`config.mk`:
```
export PLATFORM = sky130hd
export DESIGN_NAME = watchdog_timer_unit
export DESIGN_NICKNAME = d
export VERILOG_FILES = /design/src/inc/wdt_pkg.sv /design/src/verilog/watchdog_timer_unit.sv
export SDC_FILE = /design/constraint.sdc
export NUM_CORES = 1
export LEC_CHECK = 0
export BUFFER_PORTS_ARGS = -buffer_cell sky130_fd_sc_hd__buf_2
export CORE_ASPECT_RATIO = 0.8
export CORE_MARGIN = 3
export CORE_UTILIZATION = 50
export DETAILED_ROUTE_END_ITERATION = 12
export HOLD_SLACK_MARGIN = 0.06
export PLACE_DENSITY = 0.76
export SYNTH_ARGS = -nofsm -noshare
export SYNTH_HDL_FRONTEND = slang
export SYNTH_SLANG_ARGS = --single-unit
export TNS_END_PERCENT = 30
```
`constraint.sdc`:
```
create_clock -name mclk -period 4.4 [get_ports mclk]
set_clock_uncertainty 0.1 [all_clocks]
set_input_delay 0.66 -clock mclk [delete_from_list [all_inputs] [get_ports mclk]]
set_output_delay 0.66 -clock mclk [all_outputs]
set_load 0.02 [all_outputs]
```
`src/inc/wdt_pkg.sv`:
```
// constants for the watchdog timer unit: register map, fields, codes, timing
// assumes a 100 MHz mclk and an avalon-mm register bus with 32-bit data
package wdt_pkg;
   // byte addresses on the register bus
   localparam logic [15:0] ADDR_CTRL_ONE  = 16'h0034;
   localparam logic [15:0] ADDR_COMMAND   = 16'h0038;
   localparam logic [15:0] ADDR_STATUS    = 16'h003C;
   localparam logic [15:0] ADDR_CONFIG    = 16'h0040;
   // watchdog_control_one fields
   localparam int          CTRL_ENABLE_BIT = 3;
   localparam int          CTRL_PERIOD_LSB = 1;
   localparam int          CTRL_ACTION_BIT = 0;
   // status fields
   localparam int          STAT_CNT_LSB    = 0;
   localparam int          STAT_ACTIVE_BIT = 2;
   localparam int          STAT_ACTION_BIT = 3;
   localparam int          STAT_ENABLE_BIT = 4;
   localparam int          STAT_OVF_BIT    = 5;
   localparam int          STAT_PERIOD_LSB = 6;
   // config fields
   localparam int          CFG_DIVSEL_BIT  = 0;
   // command codes
   localparam logic [7:0]  CODE_CLEAR      = 8'h4E;
   localparam logic [7:0]  CODE_DISABLE    = 8'hB1;
   // reset values
   localparam logic        RST_ENABLE      = 1'b1;
   localparam logic [1:0]  RST_PERIOD      = 2'h0;
   localparam logic        RST_ACTION      = 1'b1;
   localparam logic        RST_DIVSEL      = 1'b0;
   // timing: overflow period is 2^(base - 2*code + divsel) clocks
   localparam int          PERIOD_LOG2_MAX = 25;
   localparam int          PERIOD_STEP     = 2;
   localparam int          CNT_STAGES_LOG2 = 2;
   localparam int          DIV_W           = 26;
   // reset pulse: at most 24 high-frequency clocks
   localparam int          RESET_MAX_CLKS  = 24;
   localparam int          CLK_PERIOD_NS   = 10;
   localparam int          RESET_MAX_NS    = RESET_MAX_CLKS * CLK_PERIOD_NS;
   localparam int          RESET_CYCLES    = RESET_MAX_NS / CLK_PERIOD_NS;
   localparam logic [4:0]  RESET_LEN       = 5'(RESET_CYCLES);
endpackage : wdt_pkg

```
`src/verilog/watchdog_timer_unit.sv`:
```
// watchdog timer unit: free-running divider, two-stage binary counter,
// reset or nmi on overflow, avalon-mm register slave
// assumes stop_mode and idle_mode come from logic on mclk
//
// How it works
// - action select is programmable once; it comes out of reset as reset action
// - after action select is written 0, writes of 1 are ignored until reset
// - enable bit resets to 1; counting starts right after reset release
// - overflow with action select 1 drives a hardware reset request
// - overflow with action select 0 raises the watchdog interrupt instead
// - counting holds in stop and idle, resumes from held value
// - clear code clears the binary counter and the overflow flag, never the free divider
// - period codes 00..11 give 2^25..2^19 clocks, doubled by divider select
// - writing enable 0 alone does not stop; disable code must follow
// - disable code counts only while the enable bit is 0
// - while disabled the binary counter is held cleared
// - both control registers are write-only; reads return zero here
// - the watchdog interrupt is not gated by the interrupt master flag
// - every overflow with action select 0 issues a fresh interrupt pulse even while one is served
// - the overflow reset request lasts no longer than 24 clocks
//
// Added by the designer: the Avalon-MM slave port.
`timescale 1ns/100ps
`default_nettype none
module watchdog_timer_unit #(
   parameter int PERIOD_LOG2_BASE = wdt_pkg::PERIOD_LOG2_MAX
) (
   // clock and reset
   input  wire logic        mclk,
   input  wire logic        rst_n,
   // avalon-mm slave
   input  wire logic [15:0] address,
   input  wire logic        read,
   input  wire logic        write,
   input  wire logic [31:0] writedata,
   input  wire logic [3:0]  byteenable,
   output var  logic [31:0] readdata,
   output var  logic        waitrequest,
   // low-power modes
   input  wire logic        stop_mode,
   input  wire logic        idle_mode,
   // overflow actions
   output var  logic        wd_reset_req,
   output var  logic        wd_overflow_irq
);
   import wdt_pkg::*;

   // tick when the divider tap below the selected quarter period wraps
   function automatic logic tap_wrap(input logic [DIV_W-1:0] d,
                                     input int unsigned       k);
      logic [DIV_W-1:0] mask;
      mask = DIV_W'((64'h1 << (k + 1)) - 64'h1);
      return (d & mask) == mask;
   endfunction : tap_wrap

   function automatic int unsigned tap_bit(input logic [1:0] code,
                                           input logic       dsel);
      return PERIOD_LOG2_BASE - PERIOD_STEP * int'(code)
             + int'(dsel) - CNT_STAGES_LOG2 - 1;
   endfunction : tap_bit

   // bus state
   logic             ack;
   logic             next_ack;
   logic [31:0]      next_readdata;
   logic             next_waitrequest;
   // watchdog state
   logic [DIV_W-1:0] div;
   logic [DIV_W-1:0] next_div;
   logic [1:0]       cnt;
   logic [1:0]       next_cnt;
   logic             enable_bit;
   logic             next_enable_bit;
   logic [1:0]       period;
   logic [1:0]       next_period;
   logic             action;
   logic             next_action;
   logic             divsel;
   logic             next_divsel;
   logic             active;
   logic             next_active;
   logic             ovf_seen;
   logic             next_ovf_seen;
   logic [4:0]       rst_len;
   logic [4:0]       next_rst_len;
   logic             next_wd_reset_req;
   logic             next_wd_overflow_irq;
   // decode
   logic             wr_take;
   logic             wr_ctrl;
   logic             wr_cmd;
   logic             wr_cfg;
   logic             paused;
   logic             tick;
   logic             overflow;
   logic [7:0]       wbyte;

   // a write lands at the edge where the master sees waitrequest low
   assign wr_take  = write & ack & byteenable[0];
   assign wbyte    = writedata[7:0];
   assign wr_ctrl  = wr_take & (address == ADDR_CTRL_ONE);
   assign wr_cmd   = wr_take & (address == ADDR_COMMAND);
   assign wr_cfg   = wr_take & (address == ADDR_CONFIG);
   assign paused   = stop_mode | idle_mode;
   assign tick     = tap_wrap(div, tap_bit(period, divsel));
   assign overflow = active & ~paused & tick & (cnt == 2'h3);

   // one wait state, then a one-cycle answer
   always_comb begin
      next_ack         = (read | write) & ~ack;
      next_waitrequest = ~next_ack;
      next_readdata    = 32'h0000_0000;
      if (read & ~ack) begin
         unique case (address)
            ADDR_STATUS: begin
               next_readdata[STAT_CNT_LSB +: 2]    = cnt;
               next_readdata[STAT_ACTIVE_BIT]      = active;
               next_readdata[STAT_ACTION_BIT]      = action;
               next_readdata[STAT_ENABLE_BIT]      = enable_bit;
               next_readdata[STAT_OVF_BIT]         = ovf_seen;
               next_readdata[STAT_PERIOD_LSB +: 2] = period;
            end
            ADDR_CONFIG: begin
               next_readdata[CFG_DIVSEL_BIT] = divsel;
            end
            // control registers are write-only; they read as zero
            default: next_readdata = 32'h0000_0000;
         endcase
      end
   end

   always_ff @(posedge mclk or negedge rst_n) begin
      if (!rst_n) begin
         ack         <= 1'b0;
         waitrequest <= 1'b1;
         readdata    <= 32'h0000_0000;
      end else begin
         ack         <= next_ack;
         waitrequest <= next_waitrequest;
         readdata    <= next_readdata;
      end
   end

   always_comb begin
      next_div             = DIV_W'(div + 1'b1);
      next_cnt             = cnt;
      next_enable_bit      = enable_bit;
      next_period          = period;
      next_action          = action;
      next_divsel          = divsel;
      next_active          = active;
      next_ovf_seen        = ovf_seen;
      next_wd_overflow_irq = 1'b0;
      next_rst_len         = (rst_len != 5'h00) ? 5'(rst_len - 1'b1) : 5'h00;
      if (wr_ctrl) begin
         next_enable_bit = wbyte[CTRL_ENABLE_BIT];
         next_period     = wbyte[CTRL_PERIOD_LSB +: 2];
         next_action     = action & wbyte[CTRL_ACTION_BIT];
         if (wbyte[CTRL_ENABLE_BIT])
            next_active = 1'b1;
      end
      if (wr_cfg)
         next_divsel = wbyte[CFG_DIVSEL_BIT];
      if (wr_cmd & (wbyte == CODE_DISABLE) & ~enable_bit)
         next_active = 1'b0;
      if (active & ~paused & tick)
         next_cnt = 2'(cnt + 1'b1);
      // clear code clears the counter here and the overflow flag below; the divider phase survives
      if (wr_cmd & (wbyte == CODE_CLEAR))
         next_cnt = 2'h0;
      if (~active)
         next_cnt = 2'h0;
      // overflow is taken even if a clear arrives in the same cycle
      if (overflow) begin
         next_ovf_seen = 1'b1;
         if (action)
            next_rst_len = RESET_LEN;
         else
            next_wd_overflow_irq = 1'b1;
      end else if (wr_cmd & (wbyte == CODE_CLEAR)) begin
         next_ovf_seen = 1'b0;
      end
      next_wd_reset_req = (next_rst_len != 5'h00);
   end

   always_ff @(posedge mclk or negedge rst_n) begin
      if (!rst_n) begin
         div             <= '0;
         cnt             <= 2'h0;
         enable_bit      <= RST_ENABLE;
         period          <= RST_PERIOD;
         action          <= RST_ACTION;
         divsel          <= RST_DIVSEL;
         active          <= RST_ENABLE;
         ovf_seen        <= 1'b0;
         rst_len         <= 5'h00;
         wd_reset_req    <= 1'b0;
         wd_overflow_irq <= 1'b0;
      end else begin
         div             <= next_div;
         cnt             <= next_cnt;
         enable_bit      <= next_enable_bit;
         period          <= next_period;
         action          <= next_action;
         divsel          <= next_divsel;
         active          <= next_active;
         ovf_seen        <= next_ovf_seen;
         rst_len         <= next_rst_len;
         wd_reset_req    <= next_wd_reset_req;
         wd_overflow_irq <= next_wd_overflow_irq;
      end
   end

   // helper: length of the current reset pulse
   logic [5:0] req_run;
   always_ff @(posedge mclk or negedge rst_n) begin
      if (!rst_n)
         req_run <= 6'h00;
      else if (wd_reset_req)
         req_run <= (req_run == 6'h3F) ? req_run : 6'(req_run + 1'b1);
      else
         req_run <= 6'h00;
   end
endmodule : watchdog_timer_unit
`default_nettype wire
```
After elaboration in Yosys (flattened, before gate mapping)
Index checks and enable logic that the tools add are counted.

storage, ports and cells
  register bits after elaboration = 76
  input port bits = 58
  output and inout port bits = 35
  logic and storage cells = 76

operators by class
  add/subtract/negate cells = 9
  eq/ne operators = 9
  shift operators = 1
  multiplexer cells = 16
  bitwise gates (word level) = 21
  reductions and logical operators = 6

operators with widths
  operator                                                               number
  16-bit by 6-bit == test with 1-bit output (second input constant)      3
  1-bit by 32-bit << shifter with 26-bit output (first input constant)   1
  26-bit by 1-bit adder with 26-bit output (second input constant)       1
  26-bit bitwise AND                                                     1
  26-bit == test                                                         1
  26-bit by 1-bit subtractor with 26-bit output (second input constant)  1
  16-bit by 7-bit == test with 1-bit output (second input constant)      1
  5-bit two-way mux                                                      3
  1-bit bitwise AND                                                      14
  9-bit by 2-bit adder with 10-bit output (second input constant)        1
  5-bit nonzero test                                                     2
  8-bit by 2-bit subtractor with 9-bit output (second input constant)    1
  8-bit by 7-bit == test with 1-bit output (second input constant)       1
  8-bit == test (second input constant)                                  1
  8-bit two-way mux                                                      1
  7-bit by 3-bit subtractor with 8-bit output (second input constant)    1
  6-bit by 2-bit adder with 7-bit output                                 1
  1-bit two-way mux                                                      7
  7-bit two-way mux                                                      1
  2-bit two-way mux                                                      3
  2-bit nonzero test                                                     3
  5-bit by 3-bit subtractor with 6-bit output (first input constant)     1
  5-bit by 1-bit subtractor with 5-bit output (second input constant)    1
  1-bit NOT                                                              4
  6 further kinds                                                        7

Logic depth before layout (Yosys ltp)
  depth in word-level cells = 13
  depth in mapped cells = 17
  depth with buffers taken out = 14

Worst setup path before layout
Ideal clock, no wire load.

  path kind = register to register
  start = register period[0]
  end = register cnt[0]
  library setup time = 77 ps
  arrival = 3811 ps
  required time = 4223 ps
  slack = 412 ps
  cell stages (with the launch flop) = 18
  buffers on the path = 3
  period minus slack after synthesis = 3988 ps
  cells stage by stage = dfrtp_1 -> buf_2 -> inv_1 -> ha_1 -> buf_4 -> nor2_1 -> clkbuf_1 -> or2_2 -> nand3_1 -> ha_1 -> o22ai_1 -> a221o_1 -> a211o_1 -> nor4_2 -> o2111ai_1 -> or4_4 -> or3_1 -> a21oi_1

on the way
  word-level cells in the longest chain between the ends = 11

RTL lines
  what                                                            RTL line                    text
  start, declared                                                 watchdog_timer_unit.sv:74   logic [1:0] period;
  start signal, assigned                                          watchdog_timer_unit.sv:203  period <= next_period;
  5-bit by 3-bit subtractor with 6-bit output (*)                 watchdog_timer_unit.sv:58   return PERIOD_LOG2_BASE - PERIOD_STEP * int'(code)
  6-bit by 2-bit adder with 7-bit output (*)                      watchdog_timer_unit.sv:59   + int'(dsel) - CNT_STAGES_LOG2 - 1;
  7-bit by 3-bit subtractor with 8-bit output (*)                 watchdog_timer_unit.sv:59
  8-bit by 2-bit subtractor with 9-bit output (*)                 watchdog_timer_unit.sv:59
  9-bit by 2-bit adder with 10-bit output (*)                     watchdog_timer_unit.sv:52   mask = DIV_W'((64'h1 << (k + 1)) - 64'h1);
  1-bit by 32-bit << shifter with 26-bit output (*)               watchdog_timer_unit.sv:52
  26-bit by 1-bit subtractor with 26-bit output (*)               watchdog_timer_unit.sv:52
  26-bit bitwise AND                                              watchdog_timer_unit.sv:53   return (d & mask) == mask;
  26-bit == test (*)                                              watchdog_timer_unit.sv:53
  1-bit bitwise AND (*)                                           watchdog_timer_unit.sv:166  if (active & ~paused & tick)
  3-bit by 1-bit inequality test with 1-bit output (no line) (*)  n/a
  end signal, assigned                                            watchdog_timer_unit.sv:201  cnt <= next_cnt;
  end, declared                                                   watchdog_timer_unit.sv:70   logic [1:0] cnt;

Mark *: on every way between the ends. The rest lies on a longest branch, timed or not.
A chain may end at the register's enable or synchronous reset.

Worst setup path in the final report
Same ends and word-level chain as after synthesis.

==> results.md <==
* Logic pwr share at 6.1%
* Largest net degree at the start of global routing at 43
* Initial Util at 53.68%
* GRT Residual Overflow at 0
* Num Clock Sinks at 52
* Final Power at 0.0008650 W
* Slew HR at 43.74%
* Filler instances at 564
* Total negative slack at 0 ns
* Outcome: complete, no violations
* RSZ-0062 raised after global routing: false
* Crit path capture type: flop
* Critical Path AT at 4.31 ns
* Pre-CTS setup slack at 0.2019 ns
* Chip Height at 81.68 µm
* ANT cells at 0
* Worst-path cell chain: inv_1, ha_2, nor3b_1, nand3_1, ha_1, o22ai_1, a221o_1, a211o_1, nor4_2, o2111ai_1, or4_4, or3_1, a21oi_1
* Die area at 8217 µm²
* Fin util at 58.89%
* Worst-Skew Late Latency at 0.31 ns
* Leak at 1.834 nW
* H-Tree Depth at 2
* Initial antenna violation count at 0
* WP data required at 4.53 ns
* Root Buffer: clkbuf_8
* Switching pwr at 0.0001980 W
* Max-cap violations at 0
* Clock power frac at 38.2%
* Row count at 26
* Fraction of registers with async set/reset at 100.0%
* CTS tree: built
* First-pass GRT wire length at 13570 µm
* 1st-pass router iterations at 5
* Ys flop type: dfrtp_1
* Critical path peak fanout at 8
* Placer congestion estimate at 0.9509
* Postcts setup bufs at 0
* Routed via count at 3113
* Via density at 5.885
* Worst path max stage delay at 0.59 ns
* Cts hold-fix bufs at 0
* Synthesized flop and latch total at 52
* Max Root-Sink Buffers at 2
* Synth area leaders: dfrtp_1 (34%), xnor2_1 (6.6%), buf_4 (5.5%)
* Cell Area, Synth at 3580 µm²
* Synth-to-Final Area Change at 9.717%
* Worst Path Buf+Inv at 1
* WS Path Type: reg -> reg
* Sequential fraction of the synthesis area at 36.49%
* VDD IR max at 131.4 µV
* Pwr dens at 220.2 nW/µm²
* Final #Nets at 513
* Average routed wire per standard cell at 16.05 µm
* Hold slack final at 0.09488 ns
* Min Tclk post-route at 4.179 ns
* Synth Area in Adders at 4.124%
* YS warnings at 0
* Slew @ Worst Pin at 0.8421 ns
* Post-synthesis compound-gate area fraction at 13.77%
* First DRT Iteration DRCs at 294
* Final Hold Fails at 0
* Syn Inst Count at 400
* PortBufs at 41
* Slew Viols, Final at 0
* Largest family of logic cells by synthesized area: simple AND/OR/NAND/NOR gates
* Die Wd at 100.6 µm
* Post-synth EDFFs at 0
* Worst-path clk slew at 0.10 ns
* Critical path's slowest cell: or4_4
* Total track usage at 20.61%
* Family with the most delay on the worst path: simple AND/OR/NAND/NOR gates
* Worst hold path class: in -> async
* Switching Fraction at 22.90%
* Final period util at 94.97%
* Post-DRT Antenna Nets at 0
* Setup violations, final at 0
* DP HPWL at 6440 µm
* Vias in the first global route at 2798
* TritonCTS buffer count at 5
* Core area at 6669 µm²
* P_int at 0.0006669 W
* Post-synth cell types at 67
* Post-Synth Simple-Gate Area at 26.04%
* Post-synthesis mux area share at 1.468%
* Synth Area in XOR/XNOR at 8.074%
* Share of cells above drive strength 1 at 18.43%
* Leading area contributor after synthesis: dfrtp_1
* Cts repair resizes at 0
* Crit start category: flop
* Fmax at 0.2393 GHz
* Sequential share of power at 55.7%
* Yosys top cell area share at 33.55%
* Final WS setup at 0.2212 ns
* Routed WL at 8488 µm
* Drt drc at 0
* Top Ports at 93
* Avg Cell Area, Syn at 8.949 µm²
==> metrics by stage <==
step	cell area, µm²	instances
3_5_place_dp	3809	521
5_1_grt	3928	529
2_1_floorplan	3666	423
4_1_cts	3920	529
6_report	3928	529
3_3_place_gp	3809	521
==> cell usage after synthesis, types with 4 or more instances <==
master,number
nor3b_1,5
dfrtp_1,48
inv_1,20
nor4_1,9
nor2b_1,4
and3_1,8
dfstp_2,4
nand2b_1,5
and2_1,10
xnor2_1,27
nor3_1,9
o21ai_0,16
nand2_1,28
a31oi_1,5
buf_2,8
nor2_1,25
nand4_1,10
ha_1,11
a21oi_1,14
buf_4,26
xor2_1,6
or3_1,4
clkbuf_1,4
a21o_1,4
nand3_1,24
==> layout by cell type, fill, tap and decap left out, types with 5 or more instances in the layout <==
cell | Yosys | routed
nor3_1 | 9 | 8
buf_4 | 26 | 15
nand2b_1 | 5 | 5
clkbuf_8 | 0 | 5
nor2_1 | 25 | 25
a31oi_1 | 5 | 5
ha_1 | 11 | 10
and3_1 | 8 | 8
xnor2_1 | 27 | 27
conb_1 | 1 | 24
a21oi_1 | 14 | 14
nor3b_1 | 5 | 5
nor4_1 | 9 | 9
o21ai_0 | 16 | 16
inv_1 | 20 | 20
buf_2 | 8 | 41
nand4_1 | 10 | 10
nand2_1 | 28 | 28
nand3_1 | 24 | 24
and2_1 | 10 | 10
xor2_1 | 6 | 6
dfrtp_1 | 48 | 48
==> final cells by class <==
cell class	instances	area (µm²)	share of cell area [%]
clock buffers	6	72.57	1.848
repair buffers	56	317.8	8.092
inverters	20	75.07	1.911
flip-flops and latches	52	1306	33.26
well taps	84	105.1	2.676
multi-input cells	309	2012	51.23
clock inverters	2	38.79	0.9876
==> routing by layer <==
layer	GRT usage, %	part of all wire (%)
met1	30.93	46
met2	31.80	43
met3	3.480	9.4
met4	3.096	1.2
met5	0	0
==> cell families after synthesis <==
group,count (synthesis)
fa+ha+maj,12
xor+xnor,33
simple gates,163
flops,52
other cells,1
compound gates,72
mux,5
buf+inv,62
==> worst paths after layout <==
path | startpoint | endpoint | slack [ns] | cells after the start
worst max-delay path | period[0]$_DFFE_PN0P_ | cnt[0]$_DFFE_PN0P_ | 0.22 | 13
worst min-delay path | rst_n | div[8]$_DFF_PN0_ | 0.09 | 1
worst max register to register | period[0]$_DFFE_PN0P_ | cnt[0]$_DFFE_PN0P_ | 0.22 | 13
worst min register to register | ack$_DFF_PN0_ | readdata[0]$_DFF_PN0_ | 0.38 | 1
max in group asynchronous | rst_n | action$_DFFE_PN1P_ | 3.31 | 2
min in group mclk | ack$_DFF_PN0_ | readdata[0]$_DFF_PN0_ | 0.38 | 1
==> state kept, by name (all words and copies together), names as in the netlist <==
register	cells
ack	1
action	1
active	1
cnt	2
div	26
divsel	1
enable_bit	1
ovf_seen	1
period	2
readdata	8
rst_len	5
waitrequest	1
wd_overflow_irq	1
wd_reset_req	1
==> power groups by stage <==
stage          clock [W]  combinational (W)  sequential (W)
6_report        0.000330          0.0000527        0.000482
5_1_grt         0.000351          0.0000585        0.000482
4_1_cts         0.000337          0.0000529        0.000482
3_5_place_dp           0          0.0000527        0.000491
3_3_place_gp           0          0.0000518        0.000491
2_1_floorplan          0          0.0000398        0.000492
No activity file was read; power rests on OpenSTA's default activity.
